$ cat src/include/stfe_pkg.sv
package stfe_pkg;
   // Register indices on the plain port
   localparam logic [1:0] ADDR_CTRL = 2'h0;
   localparam logic [1:0] ADDR_STAT = 2'h1;
   localparam logic [1:0] ADDR_DATA = 2'h2;
   // Control register field positions
   localparam int CTRL_SPRIE_POS = 7;
   localparam int CTRL_ERRIE_POS = 6;
   localparam int CTRL_MASTER_POS = 5;
   localparam int CTRL_CLOCK_POLARITY_SELECT_POS = 4;
   localparam int CTRL_CLOCK_PHASE_SELECT_POS = 3;
   localparam int CTRL_ENABLE_POS = 1;
   localparam int CTRL_MODFEN_POS = 0;
   // Status register field positions
   localparam int STAT_RXFULL_POS = 7;
   localparam int STAT_OVR_POS = 6;
   localparam int STAT_MODE_FAULT_FLAG_POS = 4;
   localparam int STAT_TXEMPTY_POS = 3;
   localparam int STAT_RATE_POS = 0;
   // Reset values
   localparam logic [7:0] CTRL_RESET = 8'h08;
   localparam logic [1:0] RATE_RESET = 2'h0;
   localparam logic [7:0] DATA_RESET = 8'h00;
   // Half bit times in bus cycles per rate setting
   localparam logic [6:0] HALF_DIV_2 = 7'h01;
   localparam logic [6:0] HALF_DIV_8 = 7'h04;
   localparam logic [6:0] HALF_DIV_32 = 7'h10;
   localparam logic [6:0] HALF_DIV_128 = 7'h40;
   localparam logic [3:0] BITS_PER_BYTE = 4'h8;
   // Rate encodings
   typedef enum logic [1:0] {
      rate_div_2,
      rate_div_8,
      rate_div_32,
      rate_div_128
   } stfe_rate_t;
   // Serial pins from outside
   typedef struct packed {
      logic sck;
      logic mosi;
      logic miso;
      logic ss_n;
   } stfe_pins_in_t;
   // Serial pins driven with enables
   typedef struct packed {
      logic sck;
      logic sck_oe;
      logic mosi;
      logic mosi_oe;
      logic miso;
      logic miso_oe;
   } stfe_pins_out_t;
endpackage

$ cat src/stfe_engine.sv
// Our own choices: the address-and-strobe port and the address map.
`timescale 1ns/1ps
// Function
// RULE1: Slave drives MISO only while selected
// RULE2: Phase 0 first edge captures MSB
// RULE3: Master toggles select between phase-0 bytes
// RULE4: Phase-0 slave starts on select fall
// RULE5: No buffer load during slave transfer
// RULE6: Phase 1 first edge starts transfer
// RULE7: Phase-1 slave accepts bytes select low
// RULE8: Master own select held high externally
// RULE9: Master data write starts transfer
// RULE10: Bit clock runs only enabled master
// RULE11: Clock edges mid bus-clock low phase (here: on the bus-clock rising edge)
// RULE12: Start delay at most one bit time
// RULE13: Queued byte sent right after previous
// RULE14: Host writes data only when empty
// RULE15: Buffer load sets, write clears empty
// RULE16: Done byte sets full, read sequence clears
// RULE17: No new byte resends shift contents
// RULE18: Empty flag back within two cycles
// RULE19: Active slave reload waits transfer end
// RULE20: Unread receive sets overrun, keeps old
// RULE21: Select level conflicting role sets fault
// RULE22: Disable before changing phase, polarity
// RULE23: Polarity sets only clock idle level
// RULE24: Master bit selects role, clock direction
// RULE25: Overrun checked at bit-1 capture
// RULE26: Select high floats MISO, ignores clocks
// RULE27: Eight bits MSB first, opposite edges
module stfe_engine (
   input wire logic core_clk_i, // Bus clock
   input wire logic srst_i, // Synchronous reset
   input wire logic [1:0] reg_addr_i, // Register index
   input wire logic [7:0] reg_wdata_i, // Write data
   input wire logic reg_wr_i, // Write strobe
   input wire logic reg_rd_i, // Read strobe
   output logic [7:0] reg_rdata_o, // Read data, cycle after strobe
   input wire stfe_pkg::stfe_pins_in_t pins_i, // Serial pins in
   output stfe_pkg::stfe_pins_out_t pins_o // Serial pins out
);
   import stfe_pkg::*;

   // Control and status state
   logic [7:0] ctrl_q; // Control register
   logic [1:0] rate_q; // Rate select field
   logic [7:0] txbuf_q; // Transmit buffer
   logic txe_q; // Transmit buffer empty flag
   logic [7:0] rxbuf_q; // Receive register
   logic rxf_q; // Receive full flag
   logic ovr_q; // Overrun flag
   logic mode_fault_flag_q; // Mode fault flag
   logic rxf_armed_q; // Status read seen with full set
   logic ovr_armed_q; // Status read seen with overrun set
   logic mode_fault_flag_armed_q; // Status read seen with fault set
   logic [7:0] rdata_q; // Registered read data
   // Shift engine state
   logic [7:0] shift_q; // Shift register
   logic [3:0] bitcnt_q; // Bits captured so far
   logic active_q; // Transfer in progress
   logic sck_q; // Generated clock level
   logic mosi_q; // Master data out
   logic miso_q; // Slave data out
   logic [6:0] div_q; // Free-running divider
   logic m_pend_q; // Master byte loaded, waiting for the divider
   logic [1:0] ss_sync_q, sck_sync_q, mosi_sync_q, miso_sync_q; // Pin synchronisers
   logic ss_d1_q, sck_d1_q; // Previous synced levels for edges

   // Control fields
   wire enable = ctrl_q[CTRL_ENABLE_POS];
   wire master = ctrl_q[CTRL_MASTER_POS];
   wire clock_polarity_select = ctrl_q[CTRL_CLOCK_POLARITY_SELECT_POS];
   wire clock_phase_select = ctrl_q[CTRL_CLOCK_PHASE_SELECT_POS];
   wire modfen = ctrl_q[CTRL_MODFEN_POS];

   // Synchronised pins; only stage 1 is read by logic
   wire ss_s = ss_sync_q[1];
   wire sck_s = sck_sync_q[1];
   wire mosi_s = mosi_sync_q[1];
   wire miso_s = miso_sync_q[1];

   // Register decodes
   wire wr_ctrl = reg_wr_i && (reg_addr_i == ADDR_CTRL);
   wire wr_stat = reg_wr_i && (reg_addr_i == ADDR_STAT);
   wire wr_data = reg_wr_i && (reg_addr_i == ADDR_DATA);
   wire rd_stat = reg_rd_i && (reg_addr_i == ADDR_STAT);
   wire rd_data = reg_rd_i && (reg_addr_i == ADDR_DATA);

   // Divider half period per rate setting
   wire [6:0] half_period = (rate_q == rate_div_2) ? HALF_DIV_2 :
                            (rate_q == rate_div_8) ? HALF_DIV_8 :
                            (rate_q == rate_div_32) ? HALF_DIV_32 : HALF_DIV_128;
   // Bit clock only runs for an enabled master [RULE10]
   wire clk_run = enable && master;
   // Half-bit tick; registered edges land on the bus-clock boundary,
   // the nearest we get to mid-low with a single rising-edge domain [RULE11]
   wire tick = clk_run && (div_q == (half_period - 7'h01));

   // Slave edge detection on synced clock, polarity folded in [RULE23]
   wire sck_act = sck_s ^ clock_polarity_select;
   wire sck_act_d = sck_d1_q ^ clock_polarity_select;
   wire s_lead = sck_act && !sck_act_d; // Idle to active
   wire s_trail = !sck_act && sck_act_d; // Active to idle
   wire ss_fall = ss_d1_q && !ss_s;
   wire ss_rise = !ss_d1_q && ss_s;
   // Slave only listens while selected [RULE26]
   wire slave_on = enable && !master && !ss_s;

   // Capture and launch edges, shared by both roles [RULE27]
   logic m_lead, m_trail; // Master edge strobes from tick
   assign m_lead = tick && active_q && (sck_q == clock_polarity_select);
   assign m_trail = tick && active_q && (sck_q != clock_polarity_select);
   wire lead = master ? m_lead : (slave_on && s_lead);
   wire trail = master ? m_trail : (slave_on && s_trail);
   wire cap = clock_phase_select ? trail : lead; // Capture on second edge in phase 1
   wire launch = clock_phase_select ? lead : trail;
   // Incoming data goes through the pin synchroniser, so a master at the
   // fastest rate captures one bit late; the slower rates leave enough
   // margin between launch and capture to absorb the two flops.
   wire din = master ? miso_s : mosi_s;
   wire last_bit = (bitcnt_q == BITS_PER_BYTE - 4'h1);
   // Transfer ends at return to idle after eighth bit
   // Phase 1 closes on the eighth capture, which returns the clock to idle;
   // phase 0 closes on the trailing edge after the eighth capture
   wire xfer_end = active_q && (clock_phase_select ? (cap && last_bit) :
                   ((bitcnt_q == BITS_PER_BYTE) && (master ? m_trail : s_trail)));
   // Any role or phase: the eighth capture completes the received byte
   wire done_byte = cap && last_bit;

   // Transfer starts by role and phase
   // Master only starts on a divider boundary, so the delay from the
   // write stays inside one bit time whatever the rate [RULE12]
   wire m_start = clk_run && !active_q && m_pend_q && (div_q == 7'h00); // [RULE9] [RULE12] [RULE13]
   wire s_start0 = enable && !master && !clock_phase_select && ss_fall && !active_q; // [RULE4]
   wire s_start1 = slave_on && clock_phase_select && s_lead && !active_q; // [RULE6] [RULE7]
   wire start = m_start || s_start0 || s_start1;
   // Buffer loads shift only when idle [RULE5] [RULE19]
   // An idle engine takes the buffer at once, freeing it for a second
   // byte before the master has even started [RULE18]
   // A master byte loaded but not yet started blocks the next load
   wire load = enable && !active_q && !txe_q && !m_pend_q;
   wire [7:0] next_shift = load ? txbuf_q : shift_q; // Old contents resend [RULE17]

   // Mode faults: master selected low, slave deselected mid-transfer [RULE21]
   wire fault_m = enable && master && !ss_s;
   wire fault_s = enable && !master && ss_rise && active_q;
   wire fault = modfen && (fault_m || fault_s);
   // Overrun seen at the bit-1 capture [RULE25]
   wire ovr_set = cap && (bitcnt_q == 4'h6) && rxf_q;
   wire rx_commit = done_byte && !rxf_q && !ovr_q && !ovr_set; // [RULE20]

   // Read data mux
   logic [7:0] stat_view; // Status byte
   assign stat_view = {rxf_q, ovr_q, 1'b0, mode_fault_flag_q, txe_q, 1'b0, rate_q};
   wire [7:0] rd_mux = (reg_addr_i == ADDR_CTRL) ? ctrl_q :
                       (reg_addr_i == ADDR_STAT) ? stat_view :
                       (reg_addr_i == ADDR_DATA) ? rxbuf_q : 8'h00;

   // Pin synchronisers, two stages each
   always_ff @(posedge core_clk_i) begin
      ss_sync_q <= {ss_sync_q[0], pins_i.ss_n};
      sck_sync_q <= {sck_sync_q[0], pins_i.sck};
      mosi_sync_q <= {mosi_sync_q[0], pins_i.mosi};
      miso_sync_q <= {miso_sync_q[0], pins_i.miso};
      ss_d1_q <= ss_s;
      sck_d1_q <= sck_s;
   end

   // Free-running divider while enabled master
   always_ff @(posedge core_clk_i) begin
      if (srst_i || !clk_run || tick) begin
         div_q <= 7'h00;
      end else begin
         div_q <= div_q + 7'h01;
      end
   end

   // Control, rate and read data registers
   always_ff @(posedge core_clk_i) begin
      if (srst_i) begin
         ctrl_q <= CTRL_RESET;
         rate_q <= RATE_RESET;
         rdata_q <= DATA_RESET;
      end else begin
         rdata_q <= reg_rd_i ? rd_mux : 8'h00;
         if (fault_m && modfen) begin
            ctrl_q[CTRL_ENABLE_POS] <= 1'b0; // Master fault drops enable
         end else if (wr_ctrl) begin
            ctrl_q <= reg_wdata_i;
         end
         if (wr_stat) begin
            rate_q <= reg_wdata_i[STAT_RATE_POS +: 2];
         end
      end
   end

   // Transmit buffer and empty flag [RULE15] [RULE18]
   always_ff @(posedge core_clk_i) begin
      if (srst_i) begin
         txbuf_q <= DATA_RESET;
         txe_q <= 1'b1;
      end else if (wr_data) begin
         txbuf_q <= reg_wdata_i; // Host honours empty flag [RULE14]
         txe_q <= 1'b0;
      end else if (load || (fault_m && modfen)) begin
         txe_q <= 1'b1;
      end
   end

   // Receive register, full and overrun flags [RULE16] [RULE20]
   always_ff @(posedge core_clk_i) begin
      if (srst_i) begin
         rxbuf_q <= DATA_RESET;
         rxf_q <= 1'b0;
         ovr_q <= 1'b0;
         rxf_armed_q <= 1'b0;
         ovr_armed_q <= 1'b0;
      end else begin
         if (rx_commit) begin
            rxbuf_q <= {shift_q[6:0], din};
         end
         // Set wins over the data-read clear
         if (rx_commit) begin
            rxf_q <= 1'b1;
         end else if (rd_data && rxf_armed_q) begin
            rxf_q <= 1'b0;
         end
         if (ovr_set) begin
            ovr_q <= 1'b1;
         end else if (rd_data && ovr_armed_q) begin
            ovr_q <= 1'b0;
         end
         if (rd_stat) begin
            rxf_armed_q <= rxf_q;
            ovr_armed_q <= ovr_q;
         end else if (rd_data) begin
            rxf_armed_q <= 1'b0;
            ovr_armed_q <= 1'b0;
         end
      end
   end

   // Mode fault flag: status read then control write clears
   always_ff @(posedge core_clk_i) begin
      if (srst_i) begin
         mode_fault_flag_q <= 1'b0;
         mode_fault_flag_armed_q <= 1'b0;
      end else begin
         if (fault) begin
            mode_fault_flag_q <= 1'b1; // [RULE21]
         end else if (wr_ctrl && mode_fault_flag_armed_q) begin
            mode_fault_flag_q <= 1'b0;
         end
         if (rd_stat) begin
            mode_fault_flag_armed_q <= mode_fault_flag_q;
         end else if (wr_ctrl || fault) begin
            mode_fault_flag_armed_q <= 1'b0;
         end
      end
   end

   // Shift engine: start, capture, launch, finish
   always_ff @(posedge core_clk_i) begin
      if (srst_i || !enable) begin
         shift_q <= DATA_RESET;
         bitcnt_q <= 4'h0;
         active_q <= 1'b0;
         m_pend_q <= 1'b0;
         sck_q <= 1'b0;
         mosi_q <= 1'b0;
         miso_q <= 1'b0;
      end else begin
         if (!active_q) begin
            sck_q <= clock_polarity_select; // Idle level [RULE23]
         end else if (tick && master) begin
            sck_q <= ~sck_q;
         end
         // Pending start: set by a master load, used up by the start
         if (m_start) begin
            m_pend_q <= 1'b0;
         end else if (load && master) begin
            m_pend_q <= 1'b1;
         end
         if (start) begin
            active_q <= 1'b1;
            bitcnt_q <= 4'h0;
            shift_q <= next_shift;
            if (!clock_phase_select) begin
               mosi_q <= next_shift[7]; // Phase 0: data before first edge [RULE9]
            end
            miso_q <= next_shift[7]; // MSB out at start: ahead of the first edge in phase 0, on it in phase 1 [RULE2] [RULE4] [RULE6]
         end else if (!master && ss_s) begin
            active_q <= 1'b0; // Deselect aborts, clocks ignored [RULE26]
            bitcnt_q <= 4'h0;
            // A load while deselected must still reach the shifter
            shift_q <= next_shift;
         end else begin
            if (!active_q) begin
               shift_q <= next_shift;
            end
            if (cap) begin
               shift_q <= {shift_q[6:0], din}; // MSB first [RULE27]
               bitcnt_q <= bitcnt_q + 4'h1;
            end else if (launch && (bitcnt_q != 4'h0 || clock_phase_select) && bitcnt_q != BITS_PER_BYTE) begin
               mosi_q <= shift_q[7];
               miso_q <= shift_q[7];
            end
            if (xfer_end) begin
               active_q <= 1'b0; // Queued byte may follow [RULE13]
            end
         end
      end
   end

   // Pin drivers: clock and MOSI as master, MISO as selected slave [RULE24]
   assign pins_o.sck = sck_q;
   assign pins_o.sck_oe = enable && master;
   assign pins_o.mosi = mosi_q;
   assign pins_o.mosi_oe = enable && master;
   assign pins_o.miso = miso_q;
   assign pins_o.miso_oe = enable && !master && !ss_s; // [RULE1]
   assign reg_rdata_o = rdata_q;
endmodule

$ cat config.mk
export PLATFORM = sky130hd
export DESIGN_NAME = stfe_engine
export DESIGN_NICKNAME = d
export VERILOG_FILES = /design/src/include/stfe_pkg.sv /design/src/stfe_engine.sv
export SDC_FILE = /design/constraint.sdc
export NUM_CORES = 1
export LEC_CHECK = 0
export BUFFER_PORTS_ARGS = -buffer_cell sky130_fd_sc_hd__buf_2
export CELL_PAD_IN_SITES_DETAIL_PLACEMENT = 1
export CELL_PAD_IN_SITES_GLOBAL_PLACEMENT = 1
export CORE_UTILIZATION = 40
export CTS_CLUSTER_SIZE = 12
export DETAILED_ROUTE_END_ITERATION = 8
export PLACE_DENSITY = 0.85
export SYNTH_ARGS = -nofsm -noshare
export SYNTH_HDL_FRONTEND = slang
export SYNTH_SLANG_ARGS = --single-unit
$ cat constraint.sdc
create_clock -name core_clk_i -period 2.1 [get_ports core_clk_i]
set_clock_uncertainty 0.1 [all_clocks]
set_input_delay 0.105 -clock core_clk_i [delete_from_list [all_inputs] [get_ports core_clk_i]]
set_output_delay 0.105 -clock core_clk_i [all_outputs]
set_load 0.01 [all_outputs]
==> flow_summary.toml, run 1 <==
[outcome]
status = "complete, but fails checks"
violations = "negative setup slack"

[setup_path]
cp_common_cell = "buf_6"
path_cells = "a211o_1 -> a221o_2 -> buf_4 -> a211oi_4 -> buf_6 -> o22a_4 -> buf_6 -> a21oi_2 -> o31ai_2"
required_ns = 2.27
worstPathMaxFanout = 5
start_kind = "flop"
arrival_ns = 2.67
slowest_delay_ns = 0.41
crit_slowest_cell = "a221o_2"
crit_path_end_kind = "flop"
path_class = "flop to flop"

[cts]
cts-root-buf = "clkbuf_8"
clkTransAtPathRegs_ns = 0.10
h-tree-depth = 3
cts_tree = "built"
cts_buffer_depth = 2
numCtsBuffers = 9
clkLatencyLatePin_ns = 0.38
clock-sinks = 75

[logic_synthesis]
synth_top_cell_area_share_pct = 42.9
syn_nets = 443
synth.most_common_cell = "dfxtp_1"
yosysUniqueCellTypes = 52
ys_top_cells_by_area = "dfxtp_1 (43%), nand3_1 (5.7%), a21oi_1 (5.3%), mux2i_1 (4.3%), nor2_1 (4.1%)"
yosys.area_share.xor_xnor_pct = 2.00
ys_seq_area_share_pct = 42.9
synthMuxAreaShare_pct = 4.93
synthCells = 420
netlist_area_mm2 = 0.00350
synth_top_family_by_area = "simple AND/OR/NAND/NOR gates"
ys_ff_latch = 75
synth_edf_count = 0
yosysWarnings = 0
synthArstFlopShare_pct = 0
synth-simple-area-share_pct = 24.9
synth_compound_area_share_pct = 17.7
ys_top_cells_by_count = "dfxtp_1 (75), nand3_1 (40), nor2_1 (38)"
synth_top_area_cell = "dfxtp_1"
yosys.area_share.adder_pct = 1.79
synth-main-ff-cell = "dfxtp_1"
syn_avg_cell_area_um2 = 8.34

[layout]
area_growth_pct = 38.8
num-fill-cells = 958
antenna_cells = 0
drive_gt1_share_pct = 34.0
design_area_mm2 = 0.00486
fin_nets = 524

[placement]
hpwl_mm = 7.60
gp_congestion = 0.854
numPortBuffers = 31
place_area_mm2 = 0.00400
dp_slack_ns = -0.325

[detailed_routing]
drc_errors = 0
drt_wl_total_mm = 13.6
vias = 3691
via_per_inst = 6.04
drt_iter0_markers = 240
ant_nets = 0
post_drt_wl_per_cell_um = 22.3
first_pass_iters = 5

[timing]
finalSetupTns_ns = -7.39
hold_slack_ns = 0.0339
worst_slack_ns = -0.399
period_share_pct = 119
finalCriticalPeriod_ns = 2.50
fmax_ghz = 0.400
slew_violations = 0
setup_viol = 25
finalHoldViolations = 0
max-slew-margin-rel_pct = 56.0
tightest_slew_ns = 0.657
rsz0062_at_grt = "yes"

[flow_run]
cap_violations = 0

[die]
rows = 33
dieArea_mm2 = 0.00914
die_x_um = 95.6
dieHeight_um = 95.6
ios = 32
core_region_area_mm2 = 0.00834
initial_core_util_pct = 42.0

[power_and_ir_drop]
irDropWorstVdd_mv = 0.306
leakagePower_nw = 1.88
powerDensity_mw_per_mm2 = 592

[global_route]
grtUsageTotal_pct = 26.1
grt_max_degree = 24
overflow = 0
grt_pass1_wl_mm = 17.8
first_global_vias = 3432
antenna_found_initial = 0

[worst_hold_path]
hp-class = "input pin to flop"
cell families (layout without fill, tap and decap cells):
group / count (synthesis) / after routing
flip-flops: 75 / 75
adder cells (fa/ha/maj): 5 / 5
multiplexers: 17 / 17
AND/OR/NAND/NOR: 175 / 175
AO/OA/AOI/OAI: 93 / 94
buffers and inverters: 47 / 132
XOR/XNOR: 8 / 8
path summary, 6_finish.rpt:
kind | startpoint | endpoint | slack, ns | cells past startpoint
hold reg to reg | ss_sync_q[0]$_DFF_P_ | ss_sync_q[1]$_DFF_P_ | 0.23 | 0
hold / removal | reg_rd_i | ovr_armed_q$_SDFFE_PP0P_ | 0.03 | 4
setup reg to reg | rate_q[1]$_SDFFE_PP0P_ | shift_q[7]$_SDFFE_PP0P_ | -0.40 | 9
setup / recovery | rate_q[1]$_SDFFE_PP0P_ | shift_q[7]$_SDFFE_PP0P_ | -0.40 | 9
per-layer routing:
metal	vias to the layer above	wire length, um	GRT usage (%)
met3	40	678	5.66
met4	0	503	10.7
li1	1663	-	-
met2	134	6780	43.3
met1	1854	5650	32.7
met5	-	0	0
timing repair:
action	4_1_cts	5_1_grt
cloned	1	2
setup buffers	7	6
setup endpoints to repair	25	26
pin swaps	5	28
gates resized for setup	16	75
hold endpoints to repair	23	0
hold buffers	13	0
power breakdown:
part           leakage [nW]  switching, mW  internal, mW  total [mW]
combinational          1.17          0.178         0.133       0.311
sequential            0.612         0.0224          1.45        1.47
clock                0.0914          0.650         0.448        1.10
total                  1.88          0.851          2.03        2.88
metrics by stage:
step	std cells	power [mW]	utilization [%]
floorplan	420	1.62	-
global placement	566	1.70	47.9
detailed placement	566	1.71	47.9
CTS	603	2.79	52.9
global route	611	2.95	58.3
finish	611	2.88	58.3
cell usage in the layout, fill, tap and decap left out, types with 5 or more instances in the layout:
| cell type | count |
|---|---|
| dfxtp_1 | 71 |
| buf_4 | 46 |
| nor2_1 | 38 |
| nand3_1 | 37 |
| nand2_1 | 32 |
| buf_2 | 31 |
| a21oi_1 | 30 |
| mux2i_1 | 15 |
| inv_1 | 13 |
| dlygate4sd3_1 | 13 |
| nor2b_1 | 11 |
| nor3_1 | 10 |
| buf_6 | 10 |
| clkbuf_8 | 9 |
| a21oi_2 | 6 |
| nor3_4 | 6 |
| a221oi_2 | 6 |
| o31ai_1 | 5 |
| o21ai_2 | 5 |
| ha_1 | 5 |
| inv_6 | 5 |
area by class of cell:
type | count | area, um^2 | share of cell area (%)
clock buffers | 9 | 124 | 2.55
flip-flops and latches | 75 | 1510 | 31.0
multi-input cells | 299 | 2180 | 44.8
repair buffers | 103 | 813 | 16.7
well taps | 105 | 131 | 2.70
clock inverters | 7 | 56.3 | 1.16
inverters | 13 | 48.8 | 1.00
critical path, delay by kind of cell (launching register included):
family | cells | cell delay [ns]
DFF | 1 | 0.36
AOI/OAI and AO/OA | 6 | 1.49
buffers and inverters | 3 | 0.44
registers in the layout, indices dropped and copies added (netlist names), 4 cells and up:
register / flops
shift_q: 8
reg_rdata_o: 8
txbuf_q: 8
bitcnt_q: 4
ctrl_q: 8
div_q: 7
rxbuf_q: 8
Note: power is estimated with default switching activity, not from simulation.
==> run 2, diff against run 1 <==
==> constraint.sdc (replaced) <==
create_clock -name core_clk_i -period 2.1 [get_ports core_clk_i]
set_clock_uncertainty 0.1 [all_clocks]
set_input_delay 0.315 -clock core_clk_i [delete_from_list [all_inputs] [get_ports core_clk_i]]
set_output_delay 0.315 -clock core_clk_i [all_outputs]
set_load 0.01 [all_outputs]
==> flow_summary.toml, run 2 (synthesis results as in run 1) <==
[global_route]
grtUsageTotal_pct = 26.8
met3_usage_pct = 5.58
first_global_vias = 3566
grt_max_degree = 33
busiest_layer = "met2"
antenna_found_initial = 0
overflow = 0
grt_util_met2_pct = 46.5
grt_util_met1_pct = 31.5
grt_pass1_wl_mm = 18.2

[timing]
finalSetupTns_ns = -3.38
rsz0062_at_grt = "yes"
worst_slack_ns = -0.199
max-slew-margin-rel_pct = 65.7
fmax_ghz = 0.435
finalCriticalPeriod_ns = 2.30
tightest_slew_ns = 0.514
period_share_pct = 109
finalHoldViolations = 0
setup_viol = 25
slew_violations = 0

[placement]
place_area_mm2 = 0.00404
dp_slack_ns = -0.214
gp_congestion = 0.890
numPortBuffers = 31
hpwl_mm = 7.90

[die]
dieArea_mm2 = 0.00914
ios = 32
core_region_area_mm2 = 0.00834
dieHeight_um = 95.6
rows = 33
die_x_um = 95.6
initial_core_util_pct = 42.0

[layout]
fin_nets = 510
drive_gt1_share_pct = 31.5
antenna_cells = 0
area_growth_pct = 29.9
layout_common_cells = "dfxtp_1 (69), buf_4 (49), nand3_1 (39), nor2_1 (38), nand2_1 (33)"
design_area_mm2 = 0.00455
final_common_cell = "dfxtp_1"

[power_and_ir_drop]
power_frac_comb_pct = 8.9
p_int_mw = 2.15
powerDensity_mw_per_mm2 = 645
p_sw_uw = 786
leakagePower_nw = 1.75
power.share.switching_pct = 26.8
clkPwrFrac_pct = 41.0
p_seq_share_pct = 50.1
irDropWorstVdd_mv = 0.383

[setup_path]
crit_path_end_kind = "flop"
arrival_ns = 2.44
worst-r2r-setup-slack_ns = -0.20
start_kind = "flop"
worstPathMaxFanout = 4
required_ns = 2.24
path_class = "flop to flop"

[cts]
cts_tree = "built"
numCtsBuffers = 9
clkTransAtPathRegs_ns = 0.10
cts_buffer_depth = 2
h-tree-depth = 3
clock-sinks = 75
clkLatencyLatePin_ns = 0.37
cts-root-buf = "clkbuf_8"

[detailed_routing]
via_per_inst = 5.88
drc_errors = 0
vias = 3509
ant_nets = 0
drt_iter0_markers = 174
drt_wl_total_mm = 12.1
post_drt_wl_per_cell_um = 20.3
first_pass_iters = 5

[outcome]
status = "complete, but fails checks"
violations = "negative setup slack"

[worst_hold_path]
hp-class = "input pin to flop"

[flow_run]
cap_violations = 0
## run 2: changes by cell type in the layout (fill, tap and decap cells not counted), moves of 6 or more
| cell | change |
|---|---|
| a221oi_2 | -6 |
| dlygate4sd3_1 | -9 |
| a221oi_1 | +6 |
| nor3_4 | -6 |
| buf_6 | -7 |
| nor3_2 | +7 |
## run 2: path summary, 6_finish.rpt
kind | startpoint | endpoint | cells after the start
setup / recovery | rate_q[1]$_SDFFE_PP0P_ | bitcnt_q[0]$_SDFFE_PP0N_ | 9
hold / removal | reg_wdata_i[6] | ctrl_q[6]$_SDFFE_PP0P_ | 3
setup reg to reg | rate_q[1]$_SDFFE_PP0P_ | bitcnt_q[0]$_SDFFE_PP0N_ | 9
hold reg to reg | ss_sync_q[0]$_DFF_P_ | ss_sync_q[1]$_DFF_P_ | 0
## run 2: metrics by stage
stage | cells | hold WS [ns] | total power, mW | utilization [%]
after floorplan | 420 | 0.210 | 1.62 | -
final | 597 | 0.0996 | 2.93 | 54.6
after CTS | 595 | 0.0909 | 2.93 | 53.2
after global placement | 568 | 0.210 | 1.71 | 48.4
after detailed placement | 568 | 0.213 | 1.72 | 48.4
after global routing | 597 | 0.0995 | 3.03 | 54.6
## run 2: cell type report
type,instances,area [um^2]
Clock inverter,6,71.3
Multi-Input combinational cell,298,2000
Inverter,13,48.8
Tap cell,105,131
Timing Repair Buffer,90,657
Clock buffer,10,138
Sequential cell,75,1510
Fill cell,996,3790
## run 2: worst max-delay path, cell delays in order (launching register included)
cell       delay [ns]
dfxtp_2          0.35
a211o_1          0.29
a221o_2          0.41
a2111oi_4        0.22
o22a_2           0.30
buf_4            0.14
buf_6            0.08
buf_6            0.10
xnor2_2          0.10
nor2_1           0.07
## run 2: repair_timing
| item | CTS | global route |
|---|---|---|
| setup buffers | 7 | 2 |
| pin swaps | 9 | 9 |
| resized for setup | 31 | 23 |
| hold endpoints to repair | 4 | 0 |
| endpoints found under the setup margin | 25 | 40 |
| hold buffers | 4 | 0 |
## run 2: power groups by stage
stage               Combinational, mW  Sequential [mW]  Clock [mW]
floorplan                       0.131             1.49           0
global placement                0.211             1.50           0
detailed placement              0.220             1.50           0
CTS                             0.242             1.47        1.22
global route                    0.277             1.47        1.28
finish                          0.261             1.47        1.20
## run 2: layer usage
metal / vias to the layer above / wire (um)
li1: 1627 / -
met1: 1703 / 4990
met2: 141 / 6070
met3: 38 / 669
met4: 0 / 414
met5: - / 0
